[config.mk]
export PLATFORM = sky130hd
export DESIGN_NAME = scmc_top
export DESIGN_NICKNAME = d
export VERILOG_FILES = /design/src/common/scmc_pkg.sv /design/src/design/scmc_top.sv /design/src/design/scmc_shift.sv
export SDC_FILE = /design/constraint.sdc
export NUM_CORES = 1
export LEC_CHECK = 0
export BUFFER_PORTS_ARGS = -buffer_cell sky130_fd_sc_hd__buf_2
export CAP_MARGIN = 20
export CORE_UTILIZATION = 41
export DETAILED_ROUTE_END_ITERATION = 16
export REMOVE_ABC_BUFFERS = 1
export SLEW_MARGIN = 20
export SYNTH_ARGS = -nofsm -noshare
export SYNTH_HDL_FRONTEND = slang
export SYNTH_SLANG_ARGS = --single-unit
[constraint.sdc]
create_clock -name clk_i -period 6.8 [get_ports clk_i]
set_input_delay 0 -clock clk_i [delete_from_list [all_inputs] [get_ports clk_i]]
set_output_delay 0 -clock clk_i [all_outputs]
set_load 0.03 [all_outputs]
[src/common/scmc_pkg.sv]
package scmc_pkg;
    // Register byte offsets on the bus.
    localparam logic [7:0] SCMC_OFF_MODE = 8'h00;
    localparam logic [7:0] SCMC_OFF_OPCFG = 8'h04;
    localparam logic [7:0] SCMC_OFF_START = 8'h08;
    localparam logic [7:0] SCMC_OFF_STOP = 8'h0c;
    localparam logic [7:0] SCMC_OFF_ENABLE = 8'h10;
    localparam logic [7:0] SCMC_OFF_STATUS = 8'h14;
    localparam logic [7:0] SCMC_OFF_IRQF = 8'h18;
    localparam logic [7:0] SCMC_OFF_MASK = 8'h1c;
    localparam logic [7:0] SCMC_OFF_TXD = 8'h20;
    localparam logic [7:0] SCMC_OFF_RXD = 8'h24;
    // Field positions.
    localparam int SCMC_BIT_SRC = 0;
    localparam int SCMC_BIT_TXE = 15;
    localparam int SCMC_BIT_RXE = 14;
    localparam int SCMC_BIT_TSF = 6;
    localparam int SCMC_BIT_FLAG = 0;
    // Reset values.
    localparam logic [15:0] SCMC_MODE_RST = 16'h0020;
    localparam logic [15:0] SCMC_OPCFG_RST = 16'h0007;
    localparam logic SCMC_MASK_RST = 1'h1;
    // Trigger lanes per package variant.
    localparam logic [3:0] SCMC_CH_SMALL = 4'h3;
    localparam logic [3:0] SCMC_CH_LARGE = 4'hf;
    // Data width and system clock cycles per serial clock half period.
    localparam int SCMC_DW = 8;
    localparam int SCMC_HALF_DIV = 4;
endpackage

[src/design/scmc_top.sv]
// Chosen here: the address map and the Wishbone interface to the registers.
`timescale 1ns/10ps
// Channel mode control with a classic Wishbone register slave.
module scmc_top #(
    parameter bit LARGE_PKG = 1'b0,
    parameter int DW = scmc_pkg::SCMC_DW,
    parameter int DIV = scmc_pkg::SCMC_HALF_DIV
) (
    // Clock and reset.
    input wire logic clk_i,
    input wire logic rst_i,
    // Wishbone slave.
    input wire logic wb_cyc_i,
    input wire logic wb_stb_i,
    input wire logic wb_we_i,
    input wire logic [7:0] wb_adr_i,
    input wire logic [3:0] wb_sel_i,
    input wire logic [31:0] wb_dat_i,
    output logic [31:0] wb_dat_o,
    output logic wb_ack_o,
    // Serial link.
    output logic sclk_o,
    output logic mosi_o,
    input wire logic miso_i,
    // Interrupt.
    output logic irq_o
);
    import scmc_pkg::*;

    // Word decode, used for every register.
    function automatic logic hit(input logic [7:0] adr, input logic [7:0] off);
        hit = (adr[7:2] == off[7:2]);
    endfunction

    logic [15:0] mode_r;
    logic [15:0] opcfg_r;
    logic [3:0] en_r;
    logic irqf_r;
    logic mask_r;
    logic [DW-1:0] txbuf_r;
    logic txfull_r;
    logic [DW-1:0] rxd_r;
    logic irq_r;
    logic sh_ready;
    logic sh_done;
    logic [DW-1:0] sh_rx;
    logic sh_sclk;
    logic sh_mosi;

    // Bus request qualification; one access per ack.
    wire req = wb_cyc_i & wb_stb_i & ~wb_ack_o;
    wire wr = req & wb_we_i;
    wire [15:0] wmask = {{8{wb_sel_i[1]}}, {8{wb_sel_i[0]}}};
    wire [3:0] ch_mask = LARGE_PKG ? SCMC_CH_LARGE : SCMC_CH_SMALL;
    wire wr_mode = wr & hit(wb_adr_i, SCMC_OFF_MODE);
    wire wr_opcfg = wr & hit(wb_adr_i, SCMC_OFF_OPCFG);
    wire wr_irqf = wr & hit(wb_adr_i, SCMC_OFF_IRQF) & wb_sel_i[0];
    wire wr_mask = wr & hit(wb_adr_i, SCMC_OFF_MASK) & wb_sel_i[0];
    wire wr_txd = wr & hit(wb_adr_i, SCMC_OFF_TXD) & wb_sel_i[0];

    // Trigger lanes; channels absent in the variant are masked off by ch_mask.
    // variant lane gating
    wire [3:0] start_v = (wr & hit(wb_adr_i, SCMC_OFF_START) & wb_sel_i[0]) ?
                         (wb_dat_i[3:0] & ch_mask) : 4'h0;
    wire [3:0] stop_v = (wr & hit(wb_adr_i, SCMC_OFF_STOP) & wb_sel_i[0]) ?
                        (wb_dat_i[3:0] & ch_mask) : 4'h0;
    wire [3:0] en_nxt = (en_r | start_v) & ~stop_v;

    // Direction bits steer what the channel may do.
    // direction decode
    wire tx_en = opcfg_r[SCMC_BIT_TXE];
    wire rx_en = opcfg_r[SCMC_BIT_RXE];
    wire ch_on = en_r[0];
    wire txd_take = wr_txd & ch_on & (tx_en | rx_en) & ~txfull_r;
    wire load_v = txfull_r & sh_ready & ch_on;

    wire irq_event = mode_r[SCMC_BIT_SRC] ? load_v : sh_done;
    wire irqf_nxt = irq_event | (wr_irqf ? wb_dat_i[SCMC_BIT_FLAG] : irqf_r);
    wire tsf = ch_on & (txfull_r | ~sh_ready);

    // Read multiplexer; trigger registers and unmapped words read zero.
    wire [31:0] rd_mux =
        hit(wb_adr_i, SCMC_OFF_MODE) ? {16'h0000, mode_r} :
        hit(wb_adr_i, SCMC_OFF_OPCFG) ? {16'h0000, opcfg_r} :
        hit(wb_adr_i, SCMC_OFF_ENABLE) ? {28'h0000000, en_r} :
        hit(wb_adr_i, SCMC_OFF_STATUS) ? (32'(tsf) << SCMC_BIT_TSF) :
        hit(wb_adr_i, SCMC_OFF_IRQF) ? {31'h00000000, irqf_r} :
        hit(wb_adr_i, SCMC_OFF_MASK) ? {31'h00000000, mask_r} :
        hit(wb_adr_i, SCMC_OFF_RXD) ? 32'(rxd_r) : 32'h00000000;

    // Bus answer: ack one cycle after the request, dropped the cycle after.
    always_ff @(posedge clk_i) begin
        if (rst_i) begin
            wb_ack_o <= 1'b0;
            wb_dat_o <= 32'h00000000;
        end else begin
            wb_ack_o <= req;
            wb_dat_o <= (req & ~wb_we_i) ? rd_mux : 32'h00000000;
        end
    end

    // Software-owned configuration with byte lanes.
    always_ff @(posedge clk_i) begin
        if (rst_i) begin
            mode_r <= SCMC_MODE_RST;
            opcfg_r <= SCMC_OPCFG_RST;
            mask_r <= SCMC_MASK_RST;
        end else begin
            if (wr_mode) mode_r <= (mode_r & ~wmask) | (wb_dat_i[15:0] & wmask);
            if (wr_opcfg) opcfg_r <= (opcfg_r & ~wmask) | (wb_dat_i[15:0] & wmask);
            if (wr_mask) mask_r <= wb_dat_i[SCMC_BIT_FLAG];
        end
    end

    // Enable flags, request flag and the transmit buffer.
    // A stop also empties the buffer, so a restart never sends a stale word.
    always_ff @(posedge clk_i) begin
        if (rst_i) begin
            en_r <= 4'h0;
            irqf_r <= 1'b0;
            txfull_r <= 1'b0;
            txbuf_r <= '0;
            rxd_r <= '0;
        end else begin
            en_r <= en_nxt;
            irqf_r <= irqf_nxt;
            if (txd_take) txbuf_r <= wb_dat_i[DW-1:0];
            txfull_r <= (txfull_r & ~load_v | txd_take) & en_nxt[0];
            if (sh_done && rx_en) rxd_r <= sh_rx;
        end
    end

    // Interrupt output, registered so it is glitch free.
    // mask gates request
    always_ff @(posedge clk_i) begin
        if (rst_i) begin
            irq_r <= 1'b0;
        end else begin
            irq_r <= irqf_r & ~mask_r;
        end
    end
    assign irq_o = irq_r;
    assign sclk_o = sh_sclk;
    assign mosi_o = sh_mosi;

    // Shift engine for channel 0; abort holds it idle while disabled.
    scmc_shift #(
        .DW(DW),
        .DIV(DIV)
    ) u_shift (
        .clk_i(clk_i),
        .rst_i(rst_i),
        .load_i(load_v),
        .data_i(txbuf_r),
        .abort_i(~ch_on),
        .tx_en_i(tx_en),
        .ready_o(sh_ready),
        .done_o(sh_done),
        .rx_o(sh_rx),
        .sclk_o(sh_sclk),
        .mosi_o(sh_mosi),
        .miso_i(miso_i)
    );
endmodule

[src/design/scmc_shift.sv]
`timescale 1ns/10ps
// Shift engine: one frame, MSB first, sample on rising, change on falling edge.
module scmc_shift #(
    parameter int DW = scmc_pkg::SCMC_DW,
    parameter int DIV = scmc_pkg::SCMC_HALF_DIV
) (
    // Clock and reset.
    input wire logic clk_i,
    input wire logic rst_i,
    // Control.
    input wire logic load_i,
    input wire logic [DW-1:0] data_i,
    input wire logic abort_i,
    input wire logic tx_en_i,
    output logic ready_o,
    output logic done_o,
    output logic [DW-1:0] rx_o,
    // Serial pins.
    output logic sclk_o,
    output logic mosi_o,
    input wire logic miso_i
);
    import scmc_pkg::*;
    typedef enum logic [1:0] {SH_IDLE, SH_LOW, SH_HIGH} scmc_sh_e;
    localparam int CW = $clog2(DIV + 1);
    localparam int BW = $clog2(DW + 1);
    scmc_sh_e state_r;
    logic [CW-1:0] div_r;
    logic [BW-1:0] bits_r;
    logic [DW-1:0] tx_r;
    logic [DW-1:0] rxs_r;
    // Half-period enable pulse; the divider only runs inside a frame.
    wire tick = (div_r == CW'(DIV - 1));
    wire last = (bits_r == BW'(DW - 1));
    assign ready_o = (state_r == SH_IDLE);

    // Frame sequencer. Abort wins so a stopped channel drops the clock at once.
    always_ff @(posedge clk_i) begin
        done_o <= 1'b0;
        if (rst_i || abort_i) begin
            state_r <= SH_IDLE;
            div_r <= '0;
            sclk_o <= 1'b0;
            mosi_o <= 1'b1;
        end else begin
            div_r <= (state_r == SH_IDLE || tick) ? '0 : div_r + CW'(1);
            unique case (state_r)
                SH_IDLE: begin
                    if (load_i) begin
                        tx_r <= data_i;
                        bits_r <= '0;
                        mosi_o <= tx_en_i ? data_i[DW-1] : 1'b1;
                        state_r <= SH_LOW;
                    end
                end
                SH_LOW: begin
                    if (tick) begin
                        sclk_o <= 1'b1;
                        rxs_r <= {rxs_r[DW-2:0], miso_i};
                        state_r <= SH_HIGH;
                    end
                end
                SH_HIGH: begin
                    if (tick) begin
                        sclk_o <= 1'b0;
                        if (last) begin
                            rx_o <= rxs_r;
                            done_o <= 1'b1;
                            mosi_o <= 1'b1;
                            state_r <= SH_IDLE;
                        end else begin
                            tx_r <= {tx_r[DW-2:0], 1'b0};
                            mosi_o <= tx_en_i ? tx_r[DW-2] : 1'b1;
                            bits_r <= bits_r + BW'(1);
                            state_r <= SH_LOW;
                        end
                    end
                end
            endcase
        end
    end
endmodule

Word level (Yosys, flattened, before mapping)
Cells that the tools add are included.
Storage, ports and cells
  flip-flop bits (word level): 124
  output and inout port bits: 36
  word-level logic and storage cells: 140
Operators by class
  add/sub/neg operators: 2
  eq/ne operators: 17
  muxes and demuxes: 34
  bitwise logic cells: 49
  reduce and logical (&&, ||, !) cells: 17
Operators by type and width (count)
  16-bit AND: 3
  8-bit two-way mux: 5
  16-bit two-way mux: 2
  16-bit OR: 2
  1-bit AND: 25
  6-bit by 3-bit equality test with 1-bit output, second input constant: 4
  7-bit two-way mux: 3
  16-bit inverter: 1
  7-bit one-hot mux with 2 select lines: 1
  6-bit by 2-bit equality test with 1-bit output, second input constant: 2
  6-bit by 4-bit equality test with 1-bit output, second input constant: 2
  4-bit two-way mux: 3
  3-bit AND reduction: 4
  1-bit two-way mux: 11
  1-bit inverter: 11
  2-bit two-way mux: 5
  4-bit one-hot mux with 2 select lines: 1
  8-bit OR reduction: 1
  6-bit by 1-bit equality test with 1-bit output, second input constant: 1
  6-bit logical NOT: 1
  2-bit by 1-bit inequality test with 1-bit output, second input constant: 3
  2-bit one-hot mux with 3 select lines: 1
  5-bit AND reduction: 1
  4-bit by 1-bit adder with 4-bit output, second input constant: 1
  18 further kinds: 25

Depth between registers and ports, before layout
Gate-level depths: netlist of run 1.
  depth in word-level cells: 10
  depth in mapped cells: 6
  gate-level depth less buffers: 6

Modules after synthesis
Synthesis of run 1 repeated with hierarchy kept, for this count alone.
Second synthesis, totals
  cell total of the unflattened synthesis: 418
  area total of the unflattened synthesis: 4384.2 um^2
By module, submodules not included
  scmc_top: times used 1, cells an instance 316, area an instance 2961.6 um^2, sequential area each 1421.4 um^2
  scmc_shift: times used 1, cells an instance 102, area an instance 1422.6 um^2, sequential area each 970.9 um^2

Least setup slack after synthesis of run 1
Ideal clock, no wire load.
  path kind: flip-flop to flip-flop
  start point: register u_shift.div_r[0]
  end point: register u_shift.bits_r[0] (enable)
  library setup time: 396 ps
  arrival: 1892 ps
  data required time: 6404 ps
  path slack: 4513 ps
  cell stages (with the launch flop): 6
  path through: dfxtp_1 > ha_1 > ha_1 > nand2_1 > a21oi_1 > nor3b_1
Between the ends
  word-level cells in the longest chain between the ends: 3
Ends and longest elaborated chain
  from (decl): line scmc_shift.sv:28  | logic [CW-1:0] div_r;
  from (signal assigned): line scmc_shift.sv:46  | div_r <= (state_r == SH_IDLE || tick) ? '0 : div_r + CW'(1);
  3-bit by 2-bit equality test with 1-bit output: line scmc_shift.sv:33  | wire tick = (div_r == CW'(DIV - 1));
  2-bit by 1-bit inequality test with 1-bit output (no line)
  5-bit AND reduction (no line)
  to (signal assigned): line scmc_shift.sv:74  | bits_r <= bits_r + BW'(1);
  to (decl): line scmc_shift.sv:29  | logic [BW-1:0] bits_r;
No other way between the ends.
A chain may end at the register's enable or synchronous reset.

Worst setup path in the final report of run 1
  start point: register u_shift.state_r[1]
  end point: register u_shift.rx_o[6] (enable)
Between the ends
  word-level cells in the longest chain between the ends: 2
Ends and longest elaborated chain
  from (decl): line scmc_shift.sv:27  | scmc_sh_e state_r;
  from (signal assigned): line scmc_shift.sv:41  | state_r <= SH_IDLE;
  from (signal assigned): line scmc_shift.sv:53  | state_r <= SH_LOW;
  from (signal assigned): line scmc_shift.sv:60  | state_r <= SH_HIGH;
  2-bit equality test: line scmc_shift.sv:47  | unique case (state_r)
  4-bit AND reduction (no line)
  to (signal assigned): line scmc_shift.sv:67  | rx_o <= rxs_r;
  to (decl): line scmc_shift.sv:17  | output logic [DW-1:0] rx_o,
No other way between the ends.

==> results of run 1 <==
## Yosys cell counts, types with 2 or more instances
library cell | count | area [um^2]
dfxtp_1 | 79 | 1580
buf_2 | 2 | 10.0
buf_4 | 17 | 128
a22oi_1 | 15 | 113
and4b_1 | 2 | 20.0
nor3b_1 | 2 | 15.0
nand4_2 | 2 | 25.0
mux2i_1 | 39 | 390
a21oi_1 | 16 | 80.1
a211o_1 | 5 | 43.8
nor2_1 | 64 | 240
nand4_1 | 7 | 43.8
inv_1 | 8 | 30.0
edfxtp_1 | 27 | 811
and2_1 | 5 | 31.3
nor3_1 | 5 | 25.0
clkbuf_1 | 17 | 63.8
nor4_1 | 2 | 12.5
nand3_1 | 9 | 45.0
a21boi_0 | 2 | 15.0
nor4b_1 | 3 | 26.3
nand3b_1 | 2 | 15.0
ha_1 | 3 | 37.5
nand2b_1 | 7 | 43.8
nand2_1 | 38 | 143
and3_1 | 3 | 18.8
nor2b_1 | 4 | 25.0
buf_6 | 2 | 22.5
## final cells by class
class | instances | share of cell area
clock buffer | 10 | 0.0280
inverter | 8 | 0.00611
timing repair buffer | 70 | 0.0917
tap | 133 | 0.0339
multi-input combinational | 274 | 0.345
sequential | 106 | 0.487
clock inverter | 6 | 0.00790
## worst min-delay path: cells and delay by family
kind	cells	cell delay, ns
simple gates	1	0.10
buf+inv	1	0.15
compound gates	1	0.12
## routing by layer
| metal | vias up | GRT usage |
|---|---|---|
| met3 | 12 | 0.0370 |
| met4 | 0 | 0.0735 |
| li1 | 1519 | - |
| met5 | - | 0 |
| met1 | 1458 | 0.233 |
| met2 | 63 | 0.276 |
## cells by family (layout without fill, tap and decap cells)
logic type / count (synthesis) / after routing / synth area share
AOI/OAI and AO/OA: 50 / 50 / 0.0811
buffers and inverters: 47 / 94 / 0.0601
muxes: 40 / 40 / 0.0936
other: 1 / 16 / 0.000874
DFF: 106 / 106 / 0.558
adders and majority gates: 3 / 3 / 0.00875
and+or+nand+nor: 163 / 163 / 0.194
xor gates and xnor gates: 2 / 2 / 0.00408
## stage by stage
step	power [mW]	std cells	hold slack, ns
after floorplan	0.679	388	0.0691
after global placement	0.704	572	0.179
after detailed placement	0.704	572	0.179
after CTS	1.07	607	0.00215
after global routing	1.10	607	0.0306
final	1.06	607	0.0182
## path summary, 6_finish.rpt
check | start | to | slack, ns
setup / recovery | u_shift.state_r[1]$_SDFFE_PN0P_ | u_shift.rx_o[6]$_DFFE_PP_ | 4.62
hold / removal | wb_sel_i[0] | mask_r$_SDFFE_PP1P_ | 0.02
setup reg to reg | u_shift.state_r[1]$_SDFFE_PN0P_ | u_shift.rx_o[6]$_DFFE_PP_ | 4.62
hold reg to reg | u_shift.div_r[0]$_SDFF_PP0_ | u_shift.div_r[0]$_SDFF_PP0_ | 0.43
## report_power, final
group	internal (mW)	switching [mW]	total (mW)	leakage, nW
Clock	0.144	0.216	0.360	0.0972
Combinational	0.0185	0.0365	0.0550	1.17
Sequential	0.643	0.000327	0.643	0.889
Total	0.806	0.253	1.06	2.16
==> impl_metrics.json, run 1 <==
{
  "status": "completed",
  "p_leak_nw": 2.16,
  "fin_setup_tns_ns": 0,
  "antenna_left": 0,
  "clock-root-buffer": "clkbuf_8",
  "cts_buffers": 9,
  "htree_levels": 3,
  "insertion_delay_ns": 0.38,
  "max_slew_margin": 0.458,
  "ys_seq_area_frac": 0.558,
  "antenna_cells": 0,
  "synth_warnings": 0,
  "port_buffers": 49,
  "cts_tree": "done",
  "yosysUniqueCellTypes": 53,
  "cts_num_sinks": 106,
  "vias": 3052,
  "grt_max_degree": 57,
  "remaining_drc_errors": 0,
  "first_pass_iters": 4,
  "most-common-layout-cells": "79 x dfxtp_1, 64 x nor2_1, 49 x buf_2, 39 x mux2i_1, 38 x nand2_1",
  "coreArea_mm2": 0.00995,
  "synth_cells": 412,
  "cts_max_path_buffers": 2,
  "met2_length_um": 4080,
  "wl_per_cell_um": 14.7,
  "setup.worst_path.end_class": "flop",
  "worst_slew_pin_slew_ns": 0.812,
  "fmax_mhz": 459,
  "drive_above_1_share": 0.162,
  "finalSetupViolCount": 0,
  "start_kind": "flop",
  "grt_pass1_wl_um": 14900,
  "cts.hold.buffers_added": 19,
  "area_growth_pct": 14.5,
  "synth-edff-count": 27,
  "ctsResizeCount": 0,
  "setup_ws_ns": 4.62,
  "synth.avg_cell_area_um2": 10.4,
  "drt_iter0_markers": 167,
  "routed.top_layer": "met4",
  "r2r_cells": 3,
  "hold_violations": 0,
  "start_util": 0.431,
  "ir_drop_mv": 0.0966,
  "vias_per_cell": 5.03,
  "worstPathRequired_ns": 6.84,
  "drv_slew": 0,
  "clk_pin_slew_ns": 0.11,
  "postPlaceCellArea_mm2": 0.00454,
  "synthArstFlopShare": 0,
  "layout_commonest_cell": "dfxtp_1",
  "syn-cell-area_mm2": 0.00429,
  "die_x_um": 104,
  "slowest_stage": "nor3_1",
  "wl_um": 8920,
  "p_per_area_mw_per_mm2": 215,
  "regArea_mm2": 0.00239,
  "final_core_util": 0.493,
  "io_pins": 86,
  "slowest_delay_ns": 0.58,
  "fill_cells": 934,
  "wl_met3_um": 315,
  "grt_pass1_vias": 2948,
  "crit_family": "simple AND/OR/NAND/NOR gates",
  "overflow": 0,
  "hold_depth": 3,
  "gp_congestion": 0.802,
  "multi_input_area_mm2": 0.00170,
  "dieArea_mm2": 0.0109,
  "placementRows": 36,
  "wl_met1_um": 4350,
  "path_buf_inv": 0,
  "critical_path_class": "reg -> reg",
  "postCtsSetupBuffers": 0,
  "synth-seq-cells": 106,
  "post-route-min-period_ns": 2.18,
  "worstPathArrival_ns": 2.22,
  "synth_ff_type": "dfxtp_1",
  "crit_path_max_fanout": 13,
  "drv_cap": 0,
  "dp_hpwl_um": 5930,
  "grt_antenna_before_repair": 0,
  "fin_area_mm2": 0.00491,
  "crit_cells": 3,
  "worst_clock_skew_ns": 0.0180,
  "hp-class": "in -> reg",
  "pre_cts_ws_ns": 4.62,
  "track_usage": 0.175,
  "min_period_over_period": 0.320,
  "die_h_um": 104,
  "nets": 522,
  "rsz0062_at_grt": "no",
  "crit_path_cell_trace": "nand2b_1 > nor3_1 > and3_1"
}
Power figures use the tool's default switching activity.
==> inputs of run 2 (changes only) <==
Settings changed: ABC_AREA set to 1.
Clock period 6.8 ns to 2.3 ns, I/O delays scaled along.
==> impl_metrics.json, run 2 <==
{
  "vias": 3484,
  "ys_seq_area_frac": 0.551,
  "hold_violations": 0,
  "synth.most_common_cell": "nor2_1",
  "synth_cells": 511,
  "crit_path_cell_trace": "dlygate4sd3_1 > buf_2 > nand2_1 > dlygate4sd3_1 > nor3_2 > nand2_1 > buf_4 > inv_1 > o21ai_1 > a21oi_1",
  "p_comb_frac": 0.054,
  "grt_max_degree": 20,
  "clock-root-buffer": "clkbuf_8",
  "synth-seq-cells": 106,
  "ctsResizeCount": 0,
  "r2r-start": "u_shift.div_r[0]$_SDFF_PP0_",
  "fin_area_mm2": 0.00512,
  "die_h_um": 105,
  "rsz0062_at_grt": "no",
  "nets": 641,
  "remaining_drc_errors": 0,
  "synth_warnings": 0,
  "synth_ff_type": "dfxtp_1",
  "drv_slew": 0,
  "io_pins": 86,
  "synthArstFlopShare": 0,
  "timing.rr.end": "u_shift.tx_r[3]$_DFFE_PP_",
  "finalSetupViolCount": 0,
  "critical_path_class": "in -> reg",
  "clkPwrFrac": 0.360,
  "start_kind": "input pin",
  "grt_pass1_wl_um": 15400,
  "dieArea_mm2": 0.0110,
  "dp_hpwl_um": 6630,
  "antenna_cells": 0,
  "multi_input_area_mm2": 0.00160,
  "hold_depth": 4,
  "postPlaceCellArea_mm2": 0.00470,
  "r2r_cells": 7,
  "most-common-layout-cells": "96 x nor2_1, 79 x dfxtp_1, 76 x nand2_1, 49 x buf_2, 48 x inv_1",
  "coreArea_mm2": 0.0103,
  "htree_levels": 3,
  "synth.avg_cell_area_um2": 8.49,
  "drv_cap": 0,
  "p_int_mw": 2.47,
  "layout_commonest_cell": "nor2_1",
  "vias_per_cell": 4.78,
  "antenna_left": 0,
  "gp_congestion": 0.865,
  "placementRows": 37,
  "min_to": "mask_r$_SDFFE_PP1P_",
  "crit_family": "buffers and inverters",
  "track_usage": 0.180,
  "path_buf_inv": 5,
  "cts_num_sinks": 106,
  "ir_drop_mv": 0.418,
  "area_growth_pct": 17.9,
  "status": "completed",
  "syn-cell-area_mm2": 0.00434,
  "first_pass_iters": 5,
  "overflow": 0,
  "seqPwrFrac": 0.586,
  "port_buffers": 49,
  "fin_setup_tns_ns": 0,
  "worst_slew_pin_slew_ns": 0.586,
  "min_period_over_period": 0.796,
  "fmax_mhz": 546,
  "setup.worst_path.end_class": "flop",
  "grt_pass1_vias": 3170,
  "start_util": 0.422,
  "hp-class": "in -> reg",
  "wl_um": 9250,
  "wl_per_cell_um": 12.7,
  "clk_pin_slew_ns": 0.10,
  "worstPathArrival_ns": 2.12,
  "drt_iter0_markers": 273,
  "yosysUniqueCellTypes": 31,
  "slowest_stage": "dlygate4sd3_1",
  "min_from": "wb_adr_i[6]",
  "yosysTopAreaCellShare": 0.364,
  "regArea_mm2": 0.00239,
  "total_power_mw": 3.25,
  "reg2reg_slack_ns": 0.70,
  "insertion_delay_ns": 0.37,
  "crit_path_start": "wb_stb_i",
  "p_leak_nw": 2.19,
  "worstPathRequired_ns": 2.59,
  "slowest_delay_ns": 0.56,
  "die_x_um": 105,
  "cts_tree": "done",
  "max_slew_margin": 0.609,
  "yosys-top-cells-count": "96 x nor2_1, 79 x dfxtp_1, 76 x nand2_1",
  "yosys.area.top_type": "dfxtp_1",
  "p_sw_mw": 0.774,
  "grt_antenna_before_repair": 0,
  "fill_cells": 1027,
  "p_per_area_mw_per_mm2": 634,
  "worst_clock_skew_ns": 0.0151,
  "crit_path_max_fanout": 10,
  "synth-edff-count": 27,
  "post-route-min-period_ns": 1.83,
  "swShare": 0.238,
  "drive_above_1_share": 0.165,
  "cts_buffers": 9,
  "cts_max_path_buffers": 2,
  "synth_area_leaders": "dfxtp_1 36%, edfxtp_1 19%, nor2_1 8.3%, nand2_1 6.6%, o21ai_0 4.2%"
}
## run 2: cell count changes in the layout (fill, tap and decap cells not counted), moves of 7 or more
cell / change
inv_1: +40
mux2i_1: -39
nand2_1: +38
o21ai_0: +35
nor2_1: +32
o21ai_1: +17
a22oi_1: -15
a21oi_1: +11
o211ai_1: +11
buf_4: +8
nor3_1: +8
inv_2: +7
nand2b_1: -7
## run 2: how the worst max path moves through the flow
stage | end | depth (start not counted)
CTS | wb_dat_o[6]$_SDFF_PP0_ | 10
global route | wb_dat_o[6]$_SDFF_PP0_ | 10
finish | wb_dat_o[6]$_SDFF_PP0_ | 10
floorplan | u_shift.rx_o[0]$_DFFE_PP_ | 4
global placement | u_shift.rx_o[3]$_DFFE_PP_ | 5
detailed placement | u_shift.tx_r[3]$_DFFE_PP_ | 7
## run 2: worst min-delay path, stage by stage
cell,delay [ns]
buf_2,0.12
nor2_4,0.06
nand3_1,0.10
o211ai_1,0.08
## run 2: final cells by class
type | instances | area share
multi-input cells | 333 | 0.312
repair buffers | 81 | 0.106
inverters | 57 | 0.0423
clock inverters | 7 | 0.0147
well taps | 136 | 0.0333
clock buffers | 9 | 0.0242
flip-flops and latches | 106 | 0.467
## run 2: cells by family (layout without fill, tap and decap cells)
kind of cell	after synthesis	count (layout)	synth area share
and+or+nand+nor	219	219	0.224
buffers and inverters	87	154	0.0931
AOI/OAI and AO/OA	95	95	0.122
DFF	106	106	0.551
adders and majority gates	3	3	0.00865
other	1	16	0.000864
## run 2: through the flow
step,hold slack [ns],util,setup slack [ns],cells
floorplan,0.0716,-,0.0822,496
global placement,0.176,0.457,0.721,691
detailed placement,0.178,0.457,0.698,691
CTS,0.0273,0.498,0.466,729
global route,0.0498,0.498,0.304,729
finish,0.0441,0.498,0.469,729
## run 2: power groups by stage
stage               Sequential, mW  Clock [mW]  Combinational (mW)
finish                        1.90        1.17               0.175
global route                  1.90        1.27               0.190
CTS                           1.90        1.20               0.175
detailed placement            1.94           0               0.147
global placement              1.94           0               0.146
floorplan                     1.95           0              0.0812
## run 2: timing repair
item,CTS,global route
hold buffers,22,0
setup buffers,0,0
endpoints found under the hold margin,44,0
## run 2: per-layer routing
layer	up-vias	GRT usage	wire length [um]
li1	1782	-	-
met1	1593	0.234	4330
met2	97	0.293	4310
met3	12	0.0374	439
met4	0	0.0684	157
met5	-	0	0
